--- src/cpf_pkg.sv ---
`default_nettype none
package cpf_pkg;
    // Clock and time figures
    localparam int CPF_CLK_MHZ = 100;
    localparam int CPF_T_HARD_SHORT_US = 1;
    localparam int CPF_T_HARD_LONG_US = 90;
    localparam int CPF_T_SOFT_SHORT_MS = 8;
    localparam int CPF_T_UV_RECOVER_MS = 20;
    localparam int CPF_T_RETRY_MS = 500;
    localparam int CPF_HARD_SHORT_CYC = CPF_T_HARD_SHORT_US * CPF_CLK_MHZ;
    localparam int CPF_HARD_LONG_CYC = CPF_T_HARD_LONG_US * CPF_CLK_MHZ;
    localparam int CPF_SOFT_SHORT_CYC = CPF_T_SOFT_SHORT_MS * 1000 * CPF_CLK_MHZ;
    localparam int CPF_UV_RECOVER_CYC = CPF_T_UV_RECOVER_MS * 1000 * CPF_CLK_MHZ;
    localparam int CPF_RETRY_CYC = CPF_T_RETRY_MS * 1000 * CPF_CLK_MHZ;
    localparam int CPF_CNT_W = 26;

    // Register port
    localparam int CPF_DEV_W = 7;
    localparam int CPF_REG_W = 8;
    localparam int CPF_DATA_W = 32;
    localparam logic [6:0] CPF_DEV_ADDR = 7'h76;
    localparam logic [7:0] CPF_REG_CTRL = 8'h00;
    localparam logic [7:0] CPF_REG_LIMIT = 8'h04;
    localparam logic [7:0] CPF_REG_VOUT = 8'h08;
    localparam logic [7:0] CPF_REG_STATUS = 8'h0C;
    localparam logic [7:0] CPF_REG_SHORT_RST = 8'h10;

    // Control register fields
    localparam int CPF_CTRL_W = 14;
    localparam logic [13:0] CPF_CTRL_RESET = 14'h0000;
    localparam int CPF_F_MODE = 0;
    localparam int CPF_F_FEEDBACK_SOURCE_SELECT = 2;
    localparam int CPF_F_UV_ENF = 3;
    localparam int CPF_F_SHORT_FILT = 4;
    localparam int CPF_F_AUTO_RTR = 5;
    localparam int CPF_F_SOFT_EN = 6;
    localparam int CPF_F_SOFT_LVL = 7;
    localparam int CPF_F_BOVP_ENF = 8;
    localparam int CPF_F_B_DIR = 9;
    localparam int CPF_F_C_DIR = 10;
    localparam int CPF_F_GATE_ON = 11;
    localparam int CPF_F_SHORT_RST = 0;

    // Limit and output voltage fields
    localparam int CPF_F_BAT_LIM = 8;
    localparam logic [9:0] CPF_LIMIT_RESET = 10'h000;
    localparam logic [9:0] CPF_VOUT_RESET = 10'h000;

    // Status register bit positions
    localparam int CPF_S_UV_B = 0;
    localparam int CPF_S_UV_C = 1;
    localparam int CPF_S_AG_B = 2;
    localparam int CPF_S_AG_C = 3;
    localparam int CPF_S_FB_SHORT = 4;
    localparam int CPF_S_BUS_SHORT = 5;
    localparam int CPF_S_BAT_OVP = 6;
    localparam int CPF_S_OTP = 7;
    localparam int CPF_S_OUT_OVP = 8;
    localparam int CPF_S_REG_BUS = 9;
    localparam int CPF_S_REG_BAT = 10;

    // Operating mode codes
    localparam logic [1:0] CPF_MODE_CHARGE = 2'h0;
    localparam logic [1:0] CPF_MODE_DISCHARGE = 2'h1;
    localparam logic [1:0] CPF_MODE_PASS = 2'h2;

    // Number of synchronised analog comparator inputs
    localparam int CPF_NCMP = 15;

    typedef enum logic [1:0] {SH_NORMAL, SH_OFF, SH_RETRY} cpf_short_type;
endpackage
`default_nettype wire

--- src/cpf_fault_manager.sv ---
// Contract
// - Over-limit bus or battery current is regulated at the limit.
// - A charging port below adapter-good threshold sets its undervolt flag.
// - Enforced undervolt clears adapter-good and forces that gate off at once.
// - After enforced undervolt clears, wait 20 ms before restoring both.
// - Unenforced undervolt only flags; adapter-good and operation unaffected.
// - Discharge over-voltage stops switching until clear; gates stay normal.
// - Over-voltage source follows feedback select: node or bus target+500mV.
// - Shorted external feedback in discharge uses internal setting, flags.
// - Bus below battery for 1 or 90 us in discharge/pass declares short.
// - On bus short switching continues but every port gate is forced off.
// - Auto-retry releases gates every 500 ms; clears short flag once gone.
// - Without auto-retry gates stay off until host writes short reset.
// - Enabled soft short: bus below 3.8/4.5 V over 8 ms acts as short.
// - Soft short disabled means no bus undervolt detection at all.
// - Battery above 103 percent of target sets battery overvolt flag.
// - Enforced battery overvolt stops switching, discharges, resumes below 101.
// - Unenforced battery overvolt only reports and keeps switching.
// - Above 165 C stop switching, set flag; below 150 C resume and clear.
// - Registers answer only at slave address 0x76.
//
// The strobed register port and the register addresses were decided locally.
`default_nettype none
module cpf_fault_manager
    import cpf_pkg::*;
#(
    parameter int unsigned HARD_LONG_CYCLES = cpf_pkg::CPF_HARD_LONG_CYC,
    parameter int unsigned SOFT_SHORT_CYCLES = cpf_pkg::CPF_SOFT_SHORT_CYC,
    parameter int unsigned UV_RECOVER_CYCLES = cpf_pkg::CPF_UV_RECOVER_CYC,
    parameter int unsigned RETRY_CYCLES = cpf_pkg::CPF_RETRY_CYC
)
(
    // Clock, reset, enable
    input wire logic core_clk,
    input wire logic rst,
    input wire logic clk_en,
    // Register port
    input wire logic [cpf_pkg::CPF_DEV_W-1:0] reg_dev,
    input wire logic [cpf_pkg::CPF_REG_W-1:0] reg_addr,
    input wire logic [cpf_pkg::CPF_DATA_W-1:0] reg_wdata,
    input wire logic reg_wr,
    input wire logic reg_rd,
    output logic [cpf_pkg::CPF_DATA_W-1:0] reg_rdata,
    // Analog comparator inputs
    input wire logic bus_over_limit,
    input wire logic bat_over_limit,
    input wire logic port_b_below_good,
    input wire logic port_c_below_good,
    input wire logic fb_over_ovp,
    input wire logic bus_over_target,
    input wire logic fb_shorted,
    input wire logic bus_below_bat,
    input wire logic bus_below_3v8,
    input wire logic bus_below_4v5,
    input wire logic bat_over_103,
    input wire logic bat_over_101,
    input wire logic temp_over_165,
    input wire logic temp_over_150,
    input wire logic spare_cmp,
    // Power stage controls
    output logic [7:0] bus_current_limit,
    output logic [1:0] battery_current_limit,
    output logic [9:0] output_voltage_setting,
    output logic regulate_bus,
    output logic regulate_bat,
    output logic switch_enable,
    output logic use_internal_feedback,
    output logic discharge_path_on,
    output logic [2:0] port_gate_driver
);
    import cpf_pkg::*;

    ////////////////////////////////////////////////////////////////////////
    // Helpers

    // Saturating hold counter: counts while cond holds, else clears
    function automatic logic [CPF_CNT_W-1:0] hold_next(
        input logic [CPF_CNT_W-1:0] cnt,
        input logic cond,
        input logic [CPF_CNT_W-1:0] lim
    );
        logic [CPF_CNT_W-1:0] r;
        r = '0;
        if (cond)
        begin
            r = (cnt >= lim) ? lim : cnt + 1'b1;
        end
        return r;
    endfunction

    localparam logic [CPF_CNT_W-1:0] HARD_SHORT_LIM =
        CPF_CNT_W'(CPF_HARD_SHORT_CYC);
    localparam logic [CPF_CNT_W-1:0] HARD_LONG_LIM =
        CPF_CNT_W'(HARD_LONG_CYCLES);
    localparam logic [CPF_CNT_W-1:0] SOFT_LIM = CPF_CNT_W'(SOFT_SHORT_CYCLES);
    localparam logic [CPF_CNT_W-1:0] UV_LIM = CPF_CNT_W'(UV_RECOVER_CYCLES);
    localparam logic [CPF_CNT_W-1:0] RETRY_LIM = CPF_CNT_W'(RETRY_CYCLES);

    ////////////////////////////////////////////////////////////////////////
    // Input synchronisers

    logic [CPF_NCMP-1:0] cmp_raw;
    logic [CPF_NCMP-1:0] cmp_meta;
    logic [CPF_NCMP-1:0] cmp_s;

    assign cmp_raw = {spare_cmp, temp_over_150, temp_over_165, bat_over_101,
        bat_over_103, bus_below_4v5, bus_below_3v8, bus_below_bat,
        fb_shorted, bus_over_target, fb_over_ovp, port_c_below_good,
        port_b_below_good, bat_over_limit, bus_over_limit};

    // Two flip-flop synchroniser for all comparator levels
    always_ff @(posedge core_clk or posedge rst)
    begin
        if (rst)
        begin
            cmp_meta <= '0;
            cmp_s <= '0;
        end
        else if (clk_en)
        begin
            cmp_meta <= cmp_raw;
            cmp_s <= cmp_meta;
        end
    end

    logic s_bus_ilim, s_bat_ilim, s_b_low, s_c_low, s_fb_ovp, s_bus_ovp;
    logic s_fb_short, s_bus_lt_bat, s_lt_3v8, s_lt_4v5, s_bat_103;
    logic s_bat_101, s_t165, s_t150;

    assign s_bus_ilim = cmp_s[0];
    assign s_bat_ilim = cmp_s[1];
    assign s_b_low = cmp_s[2];
    assign s_c_low = cmp_s[3];
    assign s_fb_ovp = cmp_s[4];
    assign s_bus_ovp = cmp_s[5];
    assign s_fb_short = cmp_s[6];
    assign s_bus_lt_bat = cmp_s[7];
    assign s_lt_3v8 = cmp_s[8];
    assign s_lt_4v5 = cmp_s[9];
    assign s_bat_103 = cmp_s[10];
    assign s_bat_101 = cmp_s[11];
    assign s_t165 = cmp_s[12];
    assign s_t150 = cmp_s[13];

    ////////////////////////////////////////////////////////////////////////
    // Register port

    logic [CPF_CTRL_W-1:0] ctrl;
    logic [9:0] limits;
    logic short_reset_pulse;
    logic dev_hit;
    logic [CPF_DATA_W-1:0] status_word;

    assign dev_hit = (reg_dev == CPF_DEV_ADDR);

    // Writable configuration
    always_ff @(posedge core_clk or posedge rst)
    begin
        if (rst)
        begin
            ctrl <= CPF_CTRL_RESET;
            limits <= CPF_LIMIT_RESET;
            output_voltage_setting <= CPF_VOUT_RESET;
        end
        else if (clk_en && reg_wr && dev_hit)
        begin
            if (reg_addr == CPF_REG_CTRL)
                ctrl <= reg_wdata[CPF_CTRL_W-1:0];
            else if (reg_addr == CPF_REG_LIMIT)
                limits <= reg_wdata[9:0];
            else if (reg_addr == CPF_REG_VOUT)
                output_voltage_setting <= reg_wdata[9:0];
        end
    end

    // Short reset is a self-clearing write strobe
    always_ff @(posedge core_clk or posedge rst)
    begin
        if (rst)
            short_reset_pulse <= 1'b0;
        else if (clk_en)
            short_reset_pulse <= reg_wr && dev_hit
                && reg_addr == CPF_REG_SHORT_RST
                && reg_wdata[CPF_F_SHORT_RST];
    end

    // Read data, valid only the cycle after the read strobe
    always_ff @(posedge core_clk or posedge rst)
    begin
        if (rst)
            reg_rdata <= '0;
        else if (clk_en)
        begin
            reg_rdata <= '0;
            if (reg_rd && dev_hit)
            begin
                if (reg_addr == CPF_REG_CTRL)
                    reg_rdata <= {{(CPF_DATA_W-CPF_CTRL_W){1'b0}}, ctrl};
                else if (reg_addr == CPF_REG_LIMIT)
                    reg_rdata <= {22'h000000, limits};
                else if (reg_addr == CPF_REG_VOUT)
                    reg_rdata <= {22'h000000, output_voltage_setting};
                else if (reg_addr == CPF_REG_STATUS)
                    reg_rdata <= status_word;
            end
        end
    end

    // Control fields
    logic [1:0] mode;
    logic feedback_source_select, uv_enforce, short_filt, auto_retry, soft_en, soft_lvl;
    logic bovp_enforce, b_dir, c_dir;
    logic [2:0] gate_on;
    logic discharging, short_mode;

    assign mode = ctrl[CPF_F_MODE+:2];
    assign feedback_source_select = ctrl[CPF_F_FEEDBACK_SOURCE_SELECT];
    assign uv_enforce = ctrl[CPF_F_UV_ENF];
    assign short_filt = ctrl[CPF_F_SHORT_FILT];
    assign auto_retry = ctrl[CPF_F_AUTO_RTR];
    assign soft_en = ctrl[CPF_F_SOFT_EN];
    assign soft_lvl = ctrl[CPF_F_SOFT_LVL];
    assign bovp_enforce = ctrl[CPF_F_BOVP_ENF];
    assign b_dir = ctrl[CPF_F_B_DIR];
    assign c_dir = ctrl[CPF_F_C_DIR];
    assign gate_on = ctrl[CPF_F_GATE_ON+:3];
    assign discharging = (mode == CPF_MODE_DISCHARGE);
    assign short_mode = discharging || (mode == CPF_MODE_PASS);
    assign bus_current_limit = limits[7:0];
    assign battery_current_limit = limits[CPF_F_BAT_LIM+:2];

    ////////////////////////////////////////////////////////////////////////
    // Current limit: regulate, never shut down

    always_ff @(posedge core_clk or posedge rst)
    begin
        if (rst)
        begin
            regulate_bus <= 1'b0;
            regulate_bat <= 1'b0;
        end
        else if (clk_en)
        begin
            regulate_bus <= s_bus_ilim;
            regulate_bat <= s_bat_ilim;
        end
    end

    ////////////////////////////////////////////////////////////////////////
    // Input port undervoltage

    logic [1:0] uv_flag;
    logic [1:0] uv_hit;
    logic [1:0] adapter_good;
    logic [CPF_CNT_W-1:0] uv_cnt [2];

    // Port B charges when its direction bit is 0, port C likewise
    assign uv_flag = {~c_dir & s_c_low, ~b_dir & s_b_low};
    assign uv_hit = uv_flag & {2{uv_enforce}};

    // Adapter-good drops at once and returns after the recovery delay
    always_ff @(posedge core_clk or posedge rst)
    begin
        if (rst)
        begin
            adapter_good <= 2'b11;
            uv_cnt[0] <= '0;
            uv_cnt[1] <= '0;
        end
        else if (clk_en)
        begin
            for (int i = 0; i < 2; i++)
            begin
                uv_cnt[i] <= hold_next(uv_cnt[i], !adapter_good[i], UV_LIM);
                if (uv_hit[i])
                begin
                    adapter_good[i] <= 1'b0;
                    uv_cnt[i] <= '0;
                end
                else if (!adapter_good[i] && uv_cnt[i] >= UV_LIM - 1'b1)
                    adapter_good[i] <= 1'b1;
                else if (!uv_enforce)
                    adapter_good[i] <= 1'b1;
            end
        end
    end

    ////////////////////////////////////////////////////////////////////////
    // Feedback short and output over-voltage

    logic fb_short_flag;
    logic out_ovp;

    assign fb_short_flag = discharging && feedback_source_select && s_fb_short;
    // External node is judged only while it is usable
    assign out_ovp = discharging && ((feedback_source_select && !fb_short_flag)
        ? s_fb_ovp : s_bus_ovp);

    ////////////////////////////////////////////////////////////////////////
    // Bus short detection and recovery

    logic [CPF_CNT_W-1:0] hard_cnt, soft_cnt, retry_cnt, hard_lim;
    logic soft_low, raw_short, short_detect;
    cpf_short_type sh_state;

    assign hard_lim = short_filt ? HARD_LONG_LIM : HARD_SHORT_LIM;
    assign soft_low = soft_lvl ? s_lt_4v5 : s_lt_3v8;
    assign raw_short = short_mode && (s_bus_lt_bat || (soft_en && soft_low));
    assign short_detect = (hard_cnt >= hard_lim) || (soft_cnt >= SOFT_LIM);

    // Filters: hard short time and soft short time
    always_ff @(posedge core_clk or posedge rst)
    begin
        if (rst)
        begin
            hard_cnt <= '0;
            soft_cnt <= '0;
        end
        else if (clk_en)
        begin
            hard_cnt <= hold_next(hard_cnt, short_mode && s_bus_lt_bat,
                hard_lim);
            soft_cnt <= hold_next(soft_cnt,
                short_mode && soft_en && soft_low, SOFT_LIM);
        end
    end

    // Hiccup or latched recovery
    always_ff @(posedge core_clk or posedge rst)
    begin
        if (rst)
        begin
            sh_state <= SH_NORMAL;
            retry_cnt <= '0;
        end
        else if (clk_en)
        begin
            case (sh_state)
                SH_NORMAL:
                begin
                    retry_cnt <= '0;
                    if (short_detect)
                        sh_state <= SH_OFF;
                end
                SH_OFF:
                begin
                    if (auto_retry)
                    begin
                        retry_cnt <= retry_cnt + 1'b1;
                        if (retry_cnt >= RETRY_LIM - 1'b1)
                            sh_state <= SH_RETRY;
                    end
                    else if (short_reset_pulse)
                        sh_state <= SH_RETRY;
                end
                SH_RETRY:
                begin
                    retry_cnt <= '0;
                    if (short_detect)
                        sh_state <= SH_OFF;
                    else if (!raw_short)
                        sh_state <= SH_NORMAL;
                end
                default: sh_state <= SH_NORMAL;
            endcase
        end
    end

    ////////////////////////////////////////////////////////////////////////
    // Battery over-voltage and thermal shutdown

    logic bovp_hold, otp_flag;

    // Hysteresis between the 103 and 101 percent comparators
    always_ff @(posedge core_clk or posedge rst)
    begin
        if (rst)
        begin
            bovp_hold <= 1'b0;
            otp_flag <= 1'b0;
        end
        else if (clk_en)
        begin
            if (bovp_enforce && s_bat_103)
                bovp_hold <= 1'b1;
            else if (!bovp_enforce || !s_bat_101)
                bovp_hold <= 1'b0;
            if (s_t165)
                otp_flag <= 1'b1;
            else if (!s_t150)
                otp_flag <= 1'b0;
        end
    end

    ////////////////////////////////////////////////////////////////////////
    // Power stage outputs

    logic [2:0] gate_block;

    // Port A is index 0, port B 1, port C 2
    assign gate_block = (sh_state == SH_OFF) ? 3'h7
        : {~adapter_good[1], ~adapter_good[0], 1'b0};

    always_ff @(posedge core_clk or posedge rst)
    begin
        if (rst)
        begin
            port_gate_driver <= 3'h0;
            switch_enable <= 1'b0;
            use_internal_feedback <= 1'b1;
            discharge_path_on <= 1'b0;
        end
        else if (clk_en)
        begin
            port_gate_driver <= gate_on & ~gate_block;
            // Short keeps switching; only these three stop it
            switch_enable <= !out_ovp && !bovp_hold
                && !otp_flag;
            use_internal_feedback <= !feedback_source_select || fb_short_flag;
            discharge_path_on <= bovp_hold;
        end
    end

    // Status word
    always_comb
    begin
        status_word = '0;
        status_word[CPF_S_UV_B] = uv_flag[0];
        status_word[CPF_S_UV_C] = uv_flag[1];
        status_word[CPF_S_AG_B] = adapter_good[0];
        status_word[CPF_S_AG_C] = adapter_good[1];
        status_word[CPF_S_FB_SHORT] = fb_short_flag;
        status_word[CPF_S_BUS_SHORT] = (sh_state != SH_NORMAL);
        status_word[CPF_S_BAT_OVP] = s_bat_103;
        status_word[CPF_S_OTP] = otp_flag;
        status_word[CPF_S_OUT_OVP] = out_ovp;
        status_word[CPF_S_REG_BUS] = regulate_bus;
        status_word[CPF_S_REG_BAT] = regulate_bat;
    end
endmodule
`default_nettype wire

--- config.mk ---
export PLATFORM = sky130hd
export DESIGN_NAME = cpf_fault_manager
export DESIGN_NICKNAME = d
export VERILOG_FILES = /design/src/cpf_pkg.sv /design/src/cpf_fault_manager.sv
export SDC_FILE = /design/constraint.sdc
export NUM_CORES = 1
export LEC_CHECK = 0
export ABC_CLOCK_PERIOD_IN_PS = 6200
export BUFFER_PORTS_ARGS = -buffer_cell sky130_fd_sc_hd__clkbuf_2
export CORE_UTILIZATION = 53
export DETAILED_ROUTE_END_ITERATION = 6
export PLACE_DENSITY = 0.76
export REMOVE_ABC_BUFFERS = 1
export SLEW_MARGIN = 20
export SYNTH_ARGS = -nofsm -noshare
export SYNTH_HDL_FRONTEND = slang
export SYNTH_SLANG_ARGS = --single-unit
export TNS_END_PERCENT = 20
--- constraint.sdc ---
create_clock -name core_clk -period 6.2 [get_ports core_clk]
set_input_delay 0.62 -clock core_clk [delete_from_list [all_inputs] [get_ports core_clk]]
set_output_delay 0.62 -clock core_clk [all_outputs]
set_load 0.01 [all_outputs]
==> impl_results.md <==
* Outcome: complete, no violations
* Adder-cell share of the synthesized area at 0.01826
* Hold Fails Final Rpt at 0
* CTS tree: yes
* Sequential area share after synthesis at 0.5047
* Hold Crit Class: primary input to async pin
* Layout cells sized above 1 at 0.1683
* Clock Sinks at between 200 and 250
* Fin crit share at 0.4887
* Final std cells w/o fill at around 1400
* Max-slew violations at 0
* Most frequent cell on the critical path: buf_4
* Final Skew at a little over 0.02 ns
* # fillers at around 1700
* Fmax at roughly 330 MHz
* Wire length on met3 at 1559 µm
* YS warnings at 0
* Largest net degree at the start of global routing at 110
* Worst R2R Path Depth at 9
* H-tree Lvls at 1
* Reg-to-Reg End: hard_cnt[5]
* First-pass GRT wire length at about 42000 µm
* Max-cap check violation count at 0
* CP top delay family: buffers and inverters
* Router iterations before antenna repair at 5
* Highest cell delay on the worst timing path at 0.71 ns
* Wire per inst at around 18 µm
* Setup TNS at 0 ns
* # rows at 52
* Slew HR at 0.2876
* Dpl cells at between 1000 and 1500
* Clock Path Buffers at 3
* R2r setup slk at 3.37 ns
* Initial Utilization at 0.5419
* Worst Path Arrival at roughly 3.4 ns
* CTS resizes at 0
* NumNets Final at approximately 1200
* Grt ovf at 0
* Register area at between 5000 and 6000 µm²
* CTS Hold Bufs at 0
* Synth Register Bits at 221
* Most used DFF post-synth: dfrtp_1
* Multiplexer area fraction after synthesis at 0.07839
* Inserted Diodes at 0
* DIE AREA at between 20000 and 25000 µm²
* GRT Overall Usage at 0.2401
* Routed vias/inst at between 5 and 6
* Synth Area in XOR/XNOR at 0.02396
* Worst VDD drop at just over 0.0002 V
* RSZ-0062 raised after global routing: false
* Multi-input gate area at ~5000 µm²
* Worst reg2reg startpoint: ctrl[4]
* Die width at ~150 µm
* DRC at 0
* Crit path buf inv count at 2
* Vias at ~8500
* Top layer in use: met4
* Actual slew at the worst max-slew pin at 1.063 ns
* Post-CTS setup buffers at 0
* Initial antenna violation count at 0
* Final setup fails at 0
* CP max FO at 66
* Clk Latency, worst-skew pair at between 0.5 and 0.6 ns
* CTS Root Buffer Type: clkbuf_16
* Crit Path Class: primary input to flip-flop
* Number of port buffers at 89
* WL met1 at 11370 µm
* Clock transition at path regs at around 0.060 ns
* Routability cong. at about 0.86
* Placed cell area at around 12000 µm²
* Initial drt markers at 519
* Number of synthesized flops with an enable pin at 0
* HPWL Detailed at roughly 16000 µm
* Num CTS Buffers at 25
* Routed Antenna Nets at 0
* Met2 wire len at between 10000 and 15000 µm
* Simple logic cell fraction of the synthesized area at 0.1720
* Area grow syn2layout at 12.46%
* Power per Cell Area at about 250 nW/µm²
* Final WL at 24980 µm
* CP Data Required Time at 6.61 ns
* Cell chain of the critical path: buf_4, buf_4, o2111ai_1, nor3_1, nand3_1, xor2_1, nor2_1
* P_leak at ~5.7 nW
* CORE AREA at between 20000 and 25000 µm²
* Cells after synthesis at ~1100
* # IOs at 127
* Mapped cell area at 10970 µm²
* Startpoint Class: primary input
* Avg Synthesized Cell Area at around 10 µm²
* Combinational family with the most area after synthesis: simple AND/OR/NAND/NOR gates
* CP endpoint kind: flip-flop
* Cell at the slowest stage of the critical path: buf_4
* Die height at around 150 µm
* Cell variety after synth at just over 70
* Crit path time final at 3.030 ns
* FFs w/ async S/R, synth at 1.000
* Final Cell Area at about 12000 µm²
* Vias in the first global route at 8214
* Compound-Gate Fraction of Synth Area at 0.1572
cells in the final DEF (no fill, tap or decap), types with 25 or more instances in the layout:
cell type | netlist | routed
clkbuf_2 | 0 | 88
o21ai_0 | 35 | 35
clkbuf_16 | 0 | 25
nor2_1 | 50 | 50
dfrtp_1 | 218 | 218
a22o_1 | 28 | 28
inv_1 | 37 | 36
mux2_1 | 31 | 31
nand2_1 | 100 | 100
mux2_2 | 32 | 32
nand3_1 | 43 | 43
o21ai_1 | 43 | 43
nor2b_1 | 35 | 35
layer usage:
| layer | vias up | GRT usage |
|---|---|---|
| met4 | 0 | 0.08474 |
| met3 | 51 | 0.04765 |
| met2 | 241 | 0.3758 |
| li1 | 3993 | - |
| met1 | 4178 | 0.3337 |
| met5 | - | 0 |
sequential cells by signal (all words and copies together) (netlist names):
| register | flops |
|---|---|
| uv_cnt | 52 |
| hard_cnt | 26 |
| retry_cnt | 26 |
| soft_cnt | 26 |
| cmp_meta | 14 |
| cmp_s | 14 |
| ctrl | 14 |
| reg_rdata | 14 |
| limits | 10 |
| output_voltage_setting | 10 |
| port_gate_driver | 3 |
| adapter_good | 2 |
| sh_state | 2 |
| bovp_hold | 1 |
| discharge_path_on | 1 |
| otp_flag | 1 |
| regulate_bat | 1 |
| regulate_bus | 1 |
| short_reset_pulse | 1 |
| switch_enable | 1 |
| use_internal_feedback | 1 |
per-stage QoR:
step	hold slack (ns)	utilization	worst slack [ns]	total power, W
final	0.1924	0.6094	3.170	0.003047
after global routing	0.2855	0.6094	2.888	0.003155
after CTS	0.2605	0.6094	3.169	0.003079
after detailed placement	0.4679	0.5710	2.624	0.001684
after global placement	0.4635	0.5710	2.641	0.001679
after floorplan	0.4441	-	-0.4644	0.001611
final cells by class:
class / count / area share
Sequential cell: 221 / 0.4488
Multi-Input combinational cell: 749 / 0.4058
Clock buffer: 36 / 0.05895
Timing Repair Buffer: 99 / 0.04241
Tap cell: 270 / 0.02739
Inverter: 39 / 0.01248
Clock inverter: 9 / 0.004160
worst max-delay path by stage:
stage,slack (ns),start,to,cells after the start
floorplan,-0.46,rst,bovp_hold,1
global placement,2.64,clk_en,retry_cnt[25],7
detailed placement,2.62,clk_en,retry_cnt[23],7
CTS,3.17,clk_en,retry_cnt[23],7
global route,2.89,clk_en,retry_cnt[25],7
finish,3.17,clk_en,retry_cnt[23],7
Yosys cell counts, types with 4 or more instances:
| cell | n | area share |
|---|---|---|
| a211oi_1 | 5 | 0.0034 |
| a21o_1 | 12 | 0.0082 |
| a21oi_1 | 21 | 0.0096 |
| a22o_1 | 28 | 0.022 |
| a31oi_1 | 10 | 0.0057 |
| and2_1 | 6 | 0.0034 |
| and3_1 | 21 | 0.012 |
| and4_1 | 6 | 0.0048 |
| buf_4 | 19 | 0.013 |
| clkbuf_1 | 34 | 0.012 |
| dfrtp_1 | 218 | 0.50 |
| ha_1 | 16 | 0.018 |
| inv_1 | 37 | 0.013 |
| mux2_1 | 31 | 0.032 |
| mux2_2 | 32 | 0.033 |
| mux2i_1 | 15 | 0.014 |
| nand2_1 | 100 | 0.034 |
| nand2b_1 | 9 | 0.0051 |
| nand3_1 | 43 | 0.020 |
| nand3b_1 | 4 | 0.0027 |
| nand4_1 | 18 | 0.010 |
| nor2_1 | 50 | 0.017 |
| nor2b_1 | 35 | 0.020 |
| nor3_1 | 18 | 0.0082 |
| nor4_1 | 13 | 0.0074 |
| o2111ai_1 | 7 | 0.0056 |
| o211ai_1 | 13 | 0.0089 |
| o21a_1 | 5 | 0.0034 |
| o21ai_0 | 35 | 0.016 |
| o21ai_1 | 43 | 0.020 |
| o221ai_1 | 6 | 0.0048 |
| o22ai_1 | 5 | 0.0029 |
| o2bb2ai_1 | 16 | 0.013 |
| o31ai_1 | 16 | 0.011 |
| o41ai_1 | 7 | 0.0056 |
| or3_1 | 11 | 0.0063 |
| or4_1 | 6 | 0.0041 |
| xnor2_1 | 13 | 0.010 |
| xor2_1 | 17 | 0.014 |
cells by family (layout without fill, tap and decap cells):
family / Yosys count / after routing
buf+inv: 101 / 183
simple gates: 359 / 359
mux: 78 / 78
compound gates: 248 / 248
flops: 221 / 221
fa+ha+maj: 16 / 16
other cells: 1 / 18
xor+xnor: 30 / 30
power by group:
part	switching [W]	total (W)	leakage, nW	internal, W
combinational	0.000101	0.000160	2.32	0.0000591
clock	0.000577	0.00139	0.389	0.000812
sequential	0.0000228	0.00150	2.98	0.00148
total	0.000701	0.00305	5.69	0.00235
No activity file was read; power rests on OpenSTA's default activity.
